### src/pkg/dcs_cfg.svh
`ifndef DCS_CFG_SVH
`define DCS_CFG_SVH

// ---------------------------------------------------------------
// Register offsets
// ---------------------------------------------------------------
`define DCS_OFS_ENABLE      5'h00
`define DCS_OFS_FLAGS       5'h01
`define DCS_OFS_CTRL        5'h02
`define DCS_OFS_RXS_LO      5'h03
`define DCS_OFS_RXS_HI      5'h04
`define DCS_OFS_RXE_LO      5'h05
`define DCS_OFS_RXE_HI      5'h06
`define DCS_OFS_DST_LO      5'h07
`define DCS_OFS_DST_HI      5'h08
`define DCS_OFS_DND_LO      5'h09
`define DCS_OFS_DND_HI      5'h0A
`define DCS_OFS_DDS_LO      5'h0B
`define DCS_OFS_DDS_HI      5'h0C
`define DCS_OFS_RES_LO      5'h0D
`define DCS_OFS_RES_HI      5'h0E

// ---------------------------------------------------------------
// Field positions
// ---------------------------------------------------------------
`define DCS_BIT_GIE         7
`define DCS_BIT_DONE_EN     5
`define DCS_BIT_DONE_FLAG   5
`define DCS_BIT_RUN         5
`define DCS_BIT_CSUM_SEL    4

// ---------------------------------------------------------------
// Reset values and constants
// ---------------------------------------------------------------
`define DCS_RST_BYTE        8'h00
`define DCS_RST_WORD        16'h0000
`define DCS_PAD_BYTE        8'h00
`define DCS_ADDR_W          13
`define DCS_REG_AW          5

`endif

### src/pkg/dcs_pkg.sv
package dcs_pkg;

  typedef enum logic [0:0] {
    DCS_IDLE = 1'b0,
    DCS_RUN  = 1'b1
  } dcs_state_t;

  typedef logic [15:0] dcs_word_t;

  // One's-complement add with end-around carry
  function automatic dcs_word_t dcs_oc_add(input dcs_word_t a, input dcs_word_t b);
    logic [16:0] s;
    s = {1'b0, a} + {1'b0, b};
    return s[15:0] + {15'h0000, s[16]};
  endfunction

endpackage

### src/pkg/dcs_sum_if.sv
interface dcs_sum_if;
  logic byte_vld;
  logic [7:0] byte_dat;
  logic byte_last;
  logic init;
  logic abort;
  logic done;
  logic [15:0] sum;

  modport src (output byte_vld, output byte_dat, output byte_last, output init,
    output abort, input done, input sum);
  modport acc (input byte_vld, input byte_dat, input byte_last, input init,
    input abort, output done, output sum);
endinterface

### src/hdl/dcs_walker.sv
`include "dcs_cfg.svh"

module dcs_walker
  import dcs_pkg::*;
#(
  parameter int ADDR_W = `DCS_ADDR_W
)
(
  input wire logic clk,
  input wire logic rst_n,
  input wire logic go,
  input wire logic abort,
  input wire logic [ADDR_W-1:0] start_ptr,
  input wire logic [ADDR_W-1:0] end_ptr,
  input wire logic [ADDR_W-1:0] rx_start,
  input wire logic [ADDR_W-1:0] rx_end,
  output logic [ADDR_W-1:0] addr_r,
  output logic rd_r,
  output logic last_r
);

  logic active_r;
  logic [ADDR_W-1:0] src_r;
  logic is_last;

  assign is_last = (src_r == end_ptr);

  // ---------------------------------------------------------------
  // Source pointer, one byte per clock
  // ---------------------------------------------------------------
  always_ff @(posedge clk or negedge rst_n)
  begin
    if (!rst_n)
    begin
      active_r <= 1'b0;
      src_r <= '0;
    end
    else if (abort)
    begin
      active_r <= 1'b0;
    end
    else if (go)
    begin
      active_r <= 1'b1;
      src_r <= start_ptr;
    end
    else if (active_r)
    begin
      if (is_last)
        active_r <= 1'b0;
      else if (src_r == rx_end)
        src_r <= rx_start;
      else
        src_r <= src_r + {{(ADDR_W-1){1'b0}}, 1'b1};
    end
  end

  // ---------------------------------------------------------------
  // Read request toward buffer
  // ---------------------------------------------------------------
  always_ff @(posedge clk or negedge rst_n)
  begin
    if (!rst_n)
    begin
      addr_r <= '0;
      rd_r <= 1'b0;
      last_r <= 1'b0;
    end
    else
    begin
      addr_r <= src_r;
      rd_r <= active_r && !abort;
      last_r <= active_r && !abort && is_last;
    end
  end
endmodule

### src/hdl/dcs_accum.sv
`include "dcs_cfg.svh"

module dcs_accum
  import dcs_pkg::*;
(
  input wire logic clk,
  input wire logic rst_n,
  dcs_sum_if.acc s
);

  dcs_word_t acc_r;
  logic [7:0] hi_r;
  logic hi_have_r;
  logic fin_r;
  logic done_r;
  dcs_word_t sum_r;

  assign s.done = done_r;
  assign s.sum = sum_r;

  // ---------------------------------------------------------------
  // Word pairing and folding sum
  // ---------------------------------------------------------------
  always_ff @(posedge clk or negedge rst_n)
  begin
    if (!rst_n)
    begin
      acc_r <= `DCS_RST_WORD;
      hi_r <= `DCS_RST_BYTE;
      hi_have_r <= 1'b0;
      fin_r <= 1'b0;
    end
    else if (s.init || s.abort)
    begin
      acc_r <= `DCS_RST_WORD;
      hi_have_r <= 1'b0;
      fin_r <= 1'b0;
    end
    else
    begin
      fin_r <= 1'b0;
      if (s.byte_vld)
      begin
        if (!hi_have_r)
        begin
          if (s.byte_last)
          begin
            acc_r <= dcs_oc_add(acc_r, {s.byte_dat, `DCS_PAD_BYTE});
            fin_r <= 1'b1;
          end
          else
          begin
            hi_r <= s.byte_dat;
            hi_have_r <= 1'b1;
          end
        end
        else
        begin
          acc_r <= dcs_oc_add(acc_r, {hi_r, s.byte_dat});
          hi_have_r <= 1'b0;
          fin_r <= s.byte_last;
        end
      end
    end
  end

  // ---------------------------------------------------------------
  // Final inversion
  // ---------------------------------------------------------------
  always_ff @(posedge clk or negedge rst_n)
  begin
    if (!rst_n)
    begin
      done_r <= 1'b0;
      sum_r <= `DCS_RST_WORD;
    end
    else
    begin
      done_r <= fin_r && !s.abort;
      if (fin_r)
        sum_r <= ~acc_r;
    end
  end
endmodule

### src/hdl/dcs_top.sv
// Notes on behaviour
// First byte is word high half
// Odd count pads final low byte zero
// End-around carry sum, result inverted
// Range covers start through end inclusive
// Select plus run bit starts checksum
// Finish clears run, sets flag, gated interrupt
// Pointers untouched, no buffer writes
// Result split into high and low registers
// One buffer byte consumed per clock
// Host clears flag, enables interrupt first
// Host picks reachable end under wrapping
// Host verifies embedded checksum by recompute
// Pointers thirteen bits, high upper bits zero
// Wrap to rx start after rx end
// Clearing run cancels, sets done flag
// Done flag sticky until host clears
// Host leaves pointers alone while running
`include "dcs_cfg.svh"

module dcs_top
  import dcs_pkg::*;
#(
  parameter int ADDR_W = `DCS_ADDR_W
)
(
  input wire logic clk,
  input wire logic rst_n,
  input wire logic [`DCS_REG_AW-1:0] reg_addr,
  input wire logic [7:0] reg_wdata,
  input wire logic reg_we,
  input wire logic reg_re,
  output logic [7:0] reg_rdata,
  output logic [ADDR_W-1:0] mem_addr,
  output logic mem_rd,
  input wire logic [7:0] mem_rdata,
  output logic irq_n,
  output logic busy
);

  localparam int HI_W = ADDR_W - 8;

  if (ADDR_W < 9 || ADDR_W > 15)
  begin : g_bad_width
    $error("dcs_top: ADDR_W must be 9 to 15");
  end

  // ---------------------------------------------------------------
  // Helpers
  // ---------------------------------------------------------------
  function automatic logic [7:0] hi_byte(input logic [HI_W-1:0] v);
    return {{(16-ADDR_W){1'b0}}, v};
  endfunction

  function automatic logic is_wr(input logic [`DCS_REG_AW-1:0] ofs,
    input logic we, input logic [`DCS_REG_AW-1:0] a);
    return we && (a == ofs);
  endfunction

  // ---------------------------------------------------------------
  // Register storage
  // ---------------------------------------------------------------
  logic [7:0] enable_r;
  logic flag_r;
  logic [7:0] ctrl_r;
  logic [7:0] rxs_lo_r, rxe_lo_r, dst_lo_r, dnd_lo_r, dds_lo_r;
  logic [HI_W-1:0] rxs_hi_r, rxe_hi_r, dst_hi_r, dnd_hi_r, dds_hi_r;
  logic [7:0] res_lo_r, res_hi_r;
  dcs_state_t state_r;
  dcs_state_t state_nxt;
  logic ctrl_wr;
  logic start_go;
  logic cancel;
  logic finish;
  logic rd_vld_r;
  logic rd_last_r;
  logic irq_n_r;
  logic [7:0] reg_rdata_r;
  logic [ADDR_W-1:0] walk_addr;
  logic walk_rd;
  logic walk_last;

  dcs_sum_if sif ();

  assign ctrl_wr = is_wr(`DCS_OFS_CTRL, reg_we, reg_addr);
  assign start_go = ctrl_wr && (state_r == DCS_IDLE) && reg_wdata[`DCS_BIT_RUN]
    && reg_wdata[`DCS_BIT_CSUM_SEL];
  assign cancel = ctrl_wr && (state_r == DCS_RUN) && !reg_wdata[`DCS_BIT_RUN];
  assign finish = (state_r == DCS_RUN) && sif.done;

  // ---------------------------------------------------------------
  // Operation state
  // ---------------------------------------------------------------
  always_comb
  begin
    state_nxt = state_r;
    unique case (state_r)
      DCS_IDLE:
        if (start_go)
          state_nxt = DCS_RUN;
      DCS_RUN:
        if (cancel || sif.done)
          state_nxt = DCS_IDLE;
    endcase
  end

  always_ff @(posedge clk or negedge rst_n)
  begin
    if (!rst_n)
      state_r <= DCS_IDLE;
    else
      state_r <= state_nxt;
  end

  // ---------------------------------------------------------------
  // Control and enables
  // ---------------------------------------------------------------
  always_ff @(posedge clk or negedge rst_n)
  begin
    if (!rst_n)
      ctrl_r <= `DCS_RST_BYTE;
    else
    begin
      if (ctrl_wr)
        ctrl_r <= reg_wdata;
      if (finish)
        ctrl_r[`DCS_BIT_RUN] <= 1'b0;
    end
  end

  always_ff @(posedge clk or negedge rst_n)
  begin
    if (!rst_n)
      enable_r <= `DCS_RST_BYTE;
    else if (is_wr(`DCS_OFS_ENABLE, reg_we, reg_addr))
      enable_r <= reg_wdata;
  end

  // Hardware set wins over host clear
  always_ff @(posedge clk or negedge rst_n)
  begin
    if (!rst_n)
      flag_r <= 1'b0;
    else if (finish || cancel)
      flag_r <= 1'b1;
    else if (is_wr(`DCS_OFS_FLAGS, reg_we, reg_addr))
      flag_r <= reg_wdata[`DCS_BIT_DONE_FLAG];
  end

  // ---------------------------------------------------------------
  // Pointers, written by host only
  // ---------------------------------------------------------------
  always_ff @(posedge clk or negedge rst_n)
  begin
    if (!rst_n)
    begin
      rxs_lo_r <= `DCS_RST_BYTE;
      rxe_lo_r <= `DCS_RST_BYTE;
      dst_lo_r <= `DCS_RST_BYTE;
      dnd_lo_r <= `DCS_RST_BYTE;
      dds_lo_r <= `DCS_RST_BYTE;
    end
    else
    begin
      if (is_wr(`DCS_OFS_RXS_LO, reg_we, reg_addr))
        rxs_lo_r <= reg_wdata;
      if (is_wr(`DCS_OFS_RXE_LO, reg_we, reg_addr))
        rxe_lo_r <= reg_wdata;
      if (is_wr(`DCS_OFS_DST_LO, reg_we, reg_addr))
        dst_lo_r <= reg_wdata;
      if (is_wr(`DCS_OFS_DND_LO, reg_we, reg_addr))
        dnd_lo_r <= reg_wdata;
      if (is_wr(`DCS_OFS_DDS_LO, reg_we, reg_addr))
        dds_lo_r <= reg_wdata;
    end
  end

  always_ff @(posedge clk or negedge rst_n)
  begin
    if (!rst_n)
    begin
      rxs_hi_r <= '0;
      rxe_hi_r <= '0;
      dst_hi_r <= '0;
      dnd_hi_r <= '0;
      dds_hi_r <= '0;
    end
    else
    begin
      if (is_wr(`DCS_OFS_RXS_HI, reg_we, reg_addr))
        rxs_hi_r <= reg_wdata[HI_W-1:0];
      if (is_wr(`DCS_OFS_RXE_HI, reg_we, reg_addr))
        rxe_hi_r <= reg_wdata[HI_W-1:0];
      if (is_wr(`DCS_OFS_DST_HI, reg_we, reg_addr))
        dst_hi_r <= reg_wdata[HI_W-1:0];
      if (is_wr(`DCS_OFS_DND_HI, reg_we, reg_addr))
        dnd_hi_r <= reg_wdata[HI_W-1:0];
      if (is_wr(`DCS_OFS_DDS_HI, reg_we, reg_addr))
        dds_hi_r <= reg_wdata[HI_W-1:0];
    end
  end

  // ---------------------------------------------------------------
  // Result pair
  // ---------------------------------------------------------------
  always_ff @(posedge clk or negedge rst_n)
  begin
    if (!rst_n)
    begin
      res_lo_r <= `DCS_RST_BYTE;
      res_hi_r <= `DCS_RST_BYTE;
    end
    else if (finish)
    begin
      res_hi_r <= sif.sum[15:8];
      res_lo_r <= sif.sum[7:0];
    end
    else
    begin
      if (is_wr(`DCS_OFS_RES_LO, reg_we, reg_addr))
        res_lo_r <= reg_wdata;
      if (is_wr(`DCS_OFS_RES_HI, reg_we, reg_addr))
        res_hi_r <= reg_wdata;
    end
  end

  // ---------------------------------------------------------------
  // Read port
  // ---------------------------------------------------------------
  always_ff @(posedge clk or negedge rst_n)
  begin
    if (!rst_n)
      reg_rdata_r <= `DCS_RST_BYTE;
    else if (reg_re)
    begin
      unique case (reg_addr)
        `DCS_OFS_ENABLE: reg_rdata_r <= enable_r;
        `DCS_OFS_FLAGS: reg_rdata_r <= {2'b00, flag_r, 5'b00000};
        `DCS_OFS_CTRL: reg_rdata_r <= ctrl_r;
        `DCS_OFS_RXS_LO: reg_rdata_r <= rxs_lo_r;
        `DCS_OFS_RXS_HI: reg_rdata_r <= hi_byte(rxs_hi_r);
        `DCS_OFS_RXE_LO: reg_rdata_r <= rxe_lo_r;
        `DCS_OFS_RXE_HI: reg_rdata_r <= hi_byte(rxe_hi_r);
        `DCS_OFS_DST_LO: reg_rdata_r <= dst_lo_r;
        `DCS_OFS_DST_HI: reg_rdata_r <= hi_byte(dst_hi_r);
        `DCS_OFS_DND_LO: reg_rdata_r <= dnd_lo_r;
        `DCS_OFS_DND_HI: reg_rdata_r <= hi_byte(dnd_hi_r);
        `DCS_OFS_DDS_LO: reg_rdata_r <= dds_lo_r;
        `DCS_OFS_DDS_HI: reg_rdata_r <= hi_byte(dds_hi_r);
        `DCS_OFS_RES_LO: reg_rdata_r <= res_lo_r;
        `DCS_OFS_RES_HI: reg_rdata_r <= res_hi_r;
        default: reg_rdata_r <= `DCS_RST_BYTE;
      endcase
    end
  end

  // ---------------------------------------------------------------
  // Buffer read path, data one clock after request
  // ---------------------------------------------------------------
  dcs_walker #(
    .ADDR_W(ADDR_W)
  ) u_walker (
    .clk(clk),
    .rst_n(rst_n),
    .go(start_go),
    .abort(cancel),
    .start_ptr({dst_hi_r, dst_lo_r}),
    .end_ptr({dnd_hi_r, dnd_lo_r}),
    .rx_start({rxs_hi_r, rxs_lo_r}),
    .rx_end({rxe_hi_r, rxe_lo_r}),
    .addr_r(walk_addr),
    .rd_r(walk_rd),
    .last_r(walk_last)
  );

  always_ff @(posedge clk or negedge rst_n)
  begin
    if (!rst_n)
    begin
      rd_vld_r <= 1'b0;
      rd_last_r <= 1'b0;
    end
    else
    begin
      rd_vld_r <= walk_rd && !cancel;
      rd_last_r <= walk_last && !cancel;
    end
  end

  assign sif.byte_vld = rd_vld_r && (state_r == DCS_RUN);
  assign sif.byte_dat = mem_rdata;
  assign sif.byte_last = rd_last_r;
  assign sif.init = start_go;
  assign sif.abort = cancel;

  dcs_accum u_accum (
    .clk(clk),
    .rst_n(rst_n),
    .s(sif)
  );

  // ---------------------------------------------------------------
  // Interrupt and status outputs
  // ---------------------------------------------------------------
  always_ff @(posedge clk or negedge rst_n)
  begin
    if (!rst_n)
      irq_n_r <= 1'b1;
    else
      irq_n_r <= !(flag_r && enable_r[`DCS_BIT_DONE_EN] && enable_r[`DCS_BIT_GIE]);
  end

  assign reg_rdata = reg_rdata_r;
  assign mem_addr = walk_addr;
  assign mem_rd = walk_rd;
  assign irq_n = irq_n_r;
  assign busy = ctrl_r[`DCS_BIT_RUN];
endmodule

### config.mk
export PLATFORM = sky130hd
export DESIGN_NAME = dcs_top
export DESIGN_NICKNAME = d
export VERILOG_FILES = /design/src/pkg/dcs_pkg.sv /design/src/pkg/dcs_sum_if.sv /design/src/hdl/dcs_walker.sv /design/src/hdl/dcs_accum.sv /design/src/hdl/dcs_top.sv
export VERILOG_INCLUDE_DIRS = /design/src /design/src/pkg
export SDC_FILE = /design/constraint.sdc
export NUM_CORES = 1
export LEC_CHECK = 0
export ABC_CLOCK_PERIOD_IN_PS = 3800
export BUFFER_PORTS_ARGS = -buffer_cell sky130_fd_sc_hd__buf_2
export CAP_MARGIN = 25
export CORE_UTILIZATION = 39
export DETAILED_ROUTE_END_ITERATION = 8
export GPL_TIMING_DRIVEN = 0
export PLACE_DENSITY = 0.65
export SYNTH_ARGS = -nofsm -noshare
export SYNTH_HDL_FRONTEND = slang
export SYNTH_SLANG_ARGS = --single-unit
### constraint.sdc
create_clock -name clk -period 3.8 [get_ports clk]
set_input_delay 0.38 -clock clk [delete_from_list [all_inputs] [get_ports clk]]
set_output_delay 0.38 -clock clk [all_outputs]
set_load 0.005 [all_outputs]
==> impl_metrics.toml, run 1 <==
[worst_setup_path]
rr_endpoint = "u_accum.acc_r[12]$_DFFE_PN0P_"
arrival_ps = 4220
rr_worst_depth = 21
worst_setup_path_end_kind = "register"
cp_slowest_stage_delay_ps = 380
cp.required_ps = 4170
start_kind = "register"
path_max_fanout = 6
cpMaxStageDelayCell = "dfrtp_1"
r2r_start = "u_accum.acc_r[0]$_DFFE_PN0P_"
worstSetupPathType = "register to register"
r2r_setup_slack_ps = -60
crit_chain = "ha_2 -> inv_2 -> fa_2 -> nand2b_4 -> a21oi_4 -> o21ai_2 -> a21boi_2 -> o22a_1 -> a21o_1 -> a21o_1 -> ha_2 -> nand2b_4 -> nor2_4 -> o211ai_1 -> nor4_4 -> nand4_4 -> nor3_4 -> buf_4 -> xnor2_1 -> nand2_1 -> a21oi_1"

[grt]
grt_overflow = 0
grt_use_total_pct = 21.6
grt_max_degree = 93
grt_pass1_vias = 7640
grt_pass1_wl_um = 43500
grt_antenna_before_repair = 0

[synth]
syn_area_um2 = 10000
synth_cells = 978
synth_area_leaders = "dfrtp_1 (45%), mux2_2 (10%), mux2i_1 (3.7%)"
synth_cell_type_count = 68
synthTopCellsByCount = "dfrtp_1 (181), mux2_2 (93), nand2_1 (80)"
synth.most_common_cell = "dfrtp_1"
synth_top_cell_area_share_pct = 45.1
postSynthNetCount = 1034
synth_edf_count = 0
async_flop_share_pct = 100
yosysWarnings = 0
synth_top_flop_cell = "dfrtp_1"
yosysSeqAreaShare_pct = 45.4
ys_seq_elements = 182
avgSynthCellArea_um2 = 10.3
synth_top_cell_by_area = "dfrtp_1"

[final_layout]
drive_gt1_share_pct = 22.2
n_antenna_cell = 0
synthToLayoutAreaGrowth_pct = 16.0
post-route-cell-area_um2 = 11600
fillers = 2370
layout.nets = 1121

[route]
via_count = 7901
drt_iter0_drc = 780
drc = 0
vias_per_cell = 5.61
postRouteAntennaNets = 0
drt_wl_total_um = 27700
wl_per_cell_um = 19.7
drtPass1Iterations = 7

[power_and_ir_drop]
p_leak_nw = 5.19
power_density_nw_per_um2 = 572
ir_worst_vdd_v = 0.000300

[die]
pin_count = 49
die_h_um = 162
core-area_um2 = 25200
die_area_um2 = 26400
rows = 58
initial_core_util_pct = 39.8
die_x_um = 162

[place]
io_buffers = 43
placed_area_um2 = 10700
gp_congestion = 0.930
dp_hpwl_um = 20300

[timing]
max_freq_ghz = 0.259
holdWs_ps = 250
rsz0062_at_grt = "true"
fin_crit_sh_pct = 102
slew_headroom_pct = 37.4
clock_skew_ps = 17.7
setup_viol = 3
slew_viol_final = 0
fin_tns_setup_ps = -82.6
worstMarginPinSlew_ps = 935
hold_violations = 0
finalWorstSetupSlack_ps = -58.8
fin_crit_ps = 3860

[flow_run]
maxCapViolCount = 0

[cts]
clkTransAtPathRegs_ps = 80
clkLatencyLatePin_ps = 450
htreeDepth = 4
cts_made_buffers = 17
clk_path_buf_depth = 2
cts_root_buf = "clkbuf_16"
clock-sinks = 182
cts_tree = "yes"

[min_path]
min_to = "u_accum.hi_r[3]$_DFFE_PN0P_"
hold_depth = 2
hp-class = "input port to register"
hp-start = "mem_rdata[3]"

[outcome]
failed_checks = "negative setup slack"
status = "finished, violations left"
-- metal layers --
layer	GRT usage, %	vias to the layer above	part of all wire, %
met5	0	-	0
met4	7.98	0	2.9
met3	3.03	38	5.1
met2	37.4	242	50
met1	27.4	3902	42
li1	-	3719	-
-- power by group --
part           switching (mW)  leakage (nW)  internal [mW]
registers               0.368          2.34           2.27
logic                    1.18          2.54          0.984
clock network           0.892         0.302          0.959
-- layout make-up --
class / count / area (um^2) / area share, %
Multi-Input combinational cell: 708 / 5270 / 45.3
Clock inverter: 15 / 195 / 1.68
Tap cell: 330 / 413 / 3.55
Timing Repair Buffer: 68 / 439 / 3.77
Inverter: 41 / 154 / 1.32
Sequential cell: 182 / 4560 / 39.2
Buffer: 47 / 183 / 1.57
Clock buffer: 17 / 425 / 3.66
-- critical path: cells and delay by family (launching register included) --
kind                     cells  cell delay [ps]
AO/OA/AOI/OAI                8             1250
XOR/XNOR                     1              110
adder cells (fa/ha/maj)      3              770
buffers and inverters        2              210
flip-flops                   1              380
AND/OR/NAND/NOR              7             1060
-- flip-flops by register name, indices dropped and copies added, names as in the netlist, 13 cells and up --
name             count
u_accum.acc_r       16
u_accum.s.sum       16
u_walker.addr_r     13
u_walker.src_r      13
-- how the worst max path moves through the flow --
stage          depth (start not counted)                          from                       endpoint
3_3_place_gp                          21                  mem_rdata[0]  u_accum.acc_r[15]$_DFFE_PN0P_
3_5_place_dp                          21                  mem_rdata[0]  u_accum.acc_r[15]$_DFFE_PN0P_
4_1_cts                               20  u_accum.acc_r[0]$_DFFE_PN0P_  u_accum.acc_r[15]$_DFFE_PN0P_
6_report                              21  u_accum.acc_r[0]$_DFFE_PN0P_  u_accum.acc_r[12]$_DFFE_PN0P_
2_1_floorplan                         20  u_accum.acc_r[0]$_DFFE_PN0P_  u_accum.acc_r[15]$_DFFE_PN0P_
5_1_grt                               21  u_accum.acc_r[0]$_DFFE_PN0P_  u_accum.acc_r[12]$_DFFE_PN0P_
-- per-stage QoR --
step | power [mW] | cells | utilization, % | worst slack (ps)
after detailed placement | 4.64 | 1352 | 42.5 | -898
after global routing | 7.02 | 1408 | 46.2 | -285
after CTS | 6.58 | 1397 | 45.7 | -123
after global placement | 4.58 | 1351 | 42.3 | -854
after floorplan | 4.08 | 978 | - | 19.8
final | 6.66 | 1408 | 46.2 | -58.8
-- cells by family (layout without fill, tap and decap cells) --
group | after synthesis | count (layout) | synth area share [%]
AND/OR/NAND/NOR | 264 | 264 | 13.1
AO/OA/AOI/OAI | 222 | 222 | 14.6
flip-flops | 182 | 182 | 45.4
multiplexers | 130 | 130 | 14.1
buffers and inverters | 88 | 188 | 3.35
XOR/XNOR | 61 | 61 | 5.46
adder cells (fa/ha/maj) | 31 | 31 | 4.02
-- timing repair --
action,in CTS,in global routing
hold buffers,1,0
setup buffers,12,11
endpoints found under the setup margin,11,11
pin swaps,17,21
resized for setup,23,14
hold endpoints to repair,56,0
-- layout by cell type, fill, tap and decap left out, types with 10 or more instances in the layout --
cell       instances
dfrtp_1          179
mux2_2            93
nand2_1           79
nor2_1            71
buf_2             46
a21oi_1           45
inv_1             40
o21ai_0           37
mux2i_1           37
clkbuf_1          36
xnor2_1           36
a22oi_1           33
nand3_1           27
ha_1              24
xor2_1            23
buf_4             22
o21ai_1           18
o22ai_1           17
clkbuf_16         17
nor3_1            10
Power figures use the tool's default switching activity.
==> inputs of run 2 (changes only) <==
--- a/config.mk
+++ b/config.mk
@@ -11,8 +11,10 @@
 export CAP_MARGIN = 25
 export CORE_UTILIZATION = 39
 export DETAILED_ROUTE_END_ITERATION = 8
+export GPL_ROUTABILITY_DRIVEN = 0
 export GPL_TIMING_DRIVEN = 0
 export PLACE_DENSITY = 0.65
+export RECOVER_POWER = 25
 export SYNTH_ARGS = -nofsm -noshare
 export SYNTH_HDL_FRONTEND = slang
 export SYNTH_SLANG_ARGS = --single-unit
==> run 2 against run 1 <==
Net effect: the flow finishes with violations (max-capacitance violations, max-slew violations); design area up 0.23%; critical path depth decreased by 1; combinational power hardly changed; sequential power hardly changed.
==> impl_metrics.toml, run 2 (synthesized netlist as in run 1, its figures left out) <==
[final_layout]
regArea_um2 = 4560
finish.utilization_pct = 46.3
drive_gt1_share_pct = 22.6
fillers = 2361
multi_input_area_um2 = 5320
layout.nets = 1121
layout.cells.non_filler = 1408
layout_commonest_cell = "dfrtp_1"
n_antenna_cell = 0
post-route-cell-area_um2 = 11700
synthToLayoutAreaGrowth_pct = 16.3
final_cell_mix = "dfrtp_1 (176), mux2_2 (93), nand2_1 (80)"

[place]
dp_hpwl_um = 20400
placed_area_um2 = 10700
io_buffers = 43
dp.cells = 1352
place_ws_ps = -889

[route]
vias_per_cell = 5.66
drtPass1Iterations = 6
drt_iter0_drc = 717
drc = 0
postRouteAntennaNets = 0
via_count = 7971
drt_wl_total_um = 27600
wl_per_cell_um = 19.6

[outcome]
status = "finished, violations left"
failed_checks = "max-capacitance violations, max-slew violations"

[cts]
cts_root_buf = "clkbuf_16"
clkLatencyLatePin_ps = 460
cts_made_buffers = 17
clkTransAtPathRegs_ps = 70
clk_path_buf_depth = 2
htreeDepth = 4
clock-sinks = 182
cts_tree = "yes"

[timing]
worstMarginPinSlew_ps = 2790
clock_skew_ps = 9.78
hold_violations = 0
slew_viol_final = 61
max_freq_ghz = 0.269
fin_crit_sh_pct = 97.6
finalWorstSetupSlack_ps = 89.4
setup_viol = 0
rsz0062_at_grt = "true"
slew_headroom_pct = -86.1
fin_crit_ps = 3710

[power_and_ir_drop]
power_density_nw_per_um2 = 569
p_leak_nw = 5.15
power_mw = 6.63
ir_worst_vdd_v = 0.000313

[min_path]
hold_depth = 2
min_to = "u_accum.hi_r[4]$_DFFE_PN0P_"
hp-class = "input port to register"
hp-start = "mem_rdata[4]"

[die]
die_h_um = 162
rows = 58
core-area_um2 = 25200
pin_count = 49
die_area_um2 = 26400
initial_core_util_pct = 39.8
die_x_um = 162

[worst_setup_path]
arrival_ps = 4100
start_kind = "register"
rr_worst_depth = 20
path_max_fanout = 3
worstSetupPathType = "register to register"
worst_setup_path_end_kind = "register"
rr_endpoint = "u_accum.acc_r[11]$_DFFE_PN0P_"
r2r_setup_slack_ps = 90
r2r_start = "u_accum.acc_r[0]$_DFFE_PN0P_"
cp.required_ps = 4190

[grt]
grt_max_degree = 123
grt_overflow = 0
grt_pass1_vias = 7837
grt_pass1_wl_um = 43700
grt_use_total_pct = 21.9
grt_antenna_before_repair = 0

[flow_run]
maxCapViolCount = 1
==> run 2: cell types whose count changed in the layout (fill, tap and decap cells not counted), sizes merged <==
cell,previous run,this run
buf,77,75
dlymetal6s4s,0,1
clkinvlp,0,3
clkbuf,54,56
inv,51,46
clkinv,4,5
==> run 2: per-layer routing <==
metal  share of wire, %  vias up  GRT usage (%)  wire [um]
met5                  0        -              0          0
met2                 49      267           36.4      13500
met4                4.5        0           11.3       1240
met1                 42     3912           27.6      11500
li1                   -     3714              -          -
met3                4.8       78           3.06       1330
==> run 2: worst max path at each step <==
stage / start / cells after the start / to / slack [ps]
final: u_accum.acc_r[0]$_DFFE_PN0P_ / 20 / u_accum.acc_r[11]$_DFFE_PN0P_ / 90
after global routing: u_accum.acc_r[0]$_DFFE_PN0P_ / 20 / u_accum.acc_r[15]$_DFFE_PN0P_ / -120
after CTS: u_accum.acc_r[0]$_DFFE_PN0P_ / 20 / u_accum.acc_r[15]$_DFFE_PN0P_ / -180
after detailed placement: mem_rdata[0] / 21 / u_accum.acc_r[15]$_DFFE_PN0P_ / -890
after global placement: mem_rdata[0] / 21 / u_accum.acc_r[15]$_DFFE_PN0P_ / -830
after floorplan: u_accum.acc_r[0]$_DFFE_PN0P_ / 20 / u_accum.acc_r[15]$_DFFE_PN0P_ / 20
==> run 2: layout make-up <==
class,instances,share of cell area [%]
clock buffer,18,3.68
buffer,46,1.52
inverter,41,1.32
tap,330,3.54
multi-input combinational,708,45.6
clock inverter,14,1.42
sequential,182,39.1
timing repair buffer,69,3.78
==> run 2: what timing repair did <==
| item | in CTS | in global routing |
|---|---|---|
| gates resized for setup | 16 | 35 |
| pin swaps | 20 | 22 |
| endpoints found under the hold margin | 59 | 0 |
| hold buffers | 1 | 0 |
| setup endpoints to repair | 11 | 12 |
| setup buffers | 18 | 8 |
==> run 2: power by group <==
part / total [mW] / internal, mW / switching [mW] / leakage, nW
registers: 2.64 / 2.27 / 0.371 / 2.34
logic: 2.19 / 1.00 / 1.19 / 2.53
clock network: 1.79 / 0.935 / 0.860 / 0.280
total: 6.63 / 4.21 / 2.42 / 5.15
==> run 2: worst max-delay path, cell delays in order (launching register included) <==
cell      delay, ps
dfrtp_1         410
ha_4            160
inv_2            30
fa_2            340
nand2b_4        160
a21oi_4         150
o21ai_2         100
a21boi_2        160
o22a_1          210
a21o_1          150
a21o_4          160
ha_4            150
nand2b_4         70
nor2_4           90
o211ai_1        160
nor4_4          280
nand4_4         160
buf_4           190
o21a_1          160
nor3_1          170
o221a_1         210
==> run 2: per-stage QoR <==
stage	hold WS, ps	TNS (ps)
2_1_floorplan	84.4	0
3_3_place_gp	360	-115660
3_5_place_dp	342	-7030
4_1_cts	237	-788
5_1_grt	236	-304
6_report	230	0
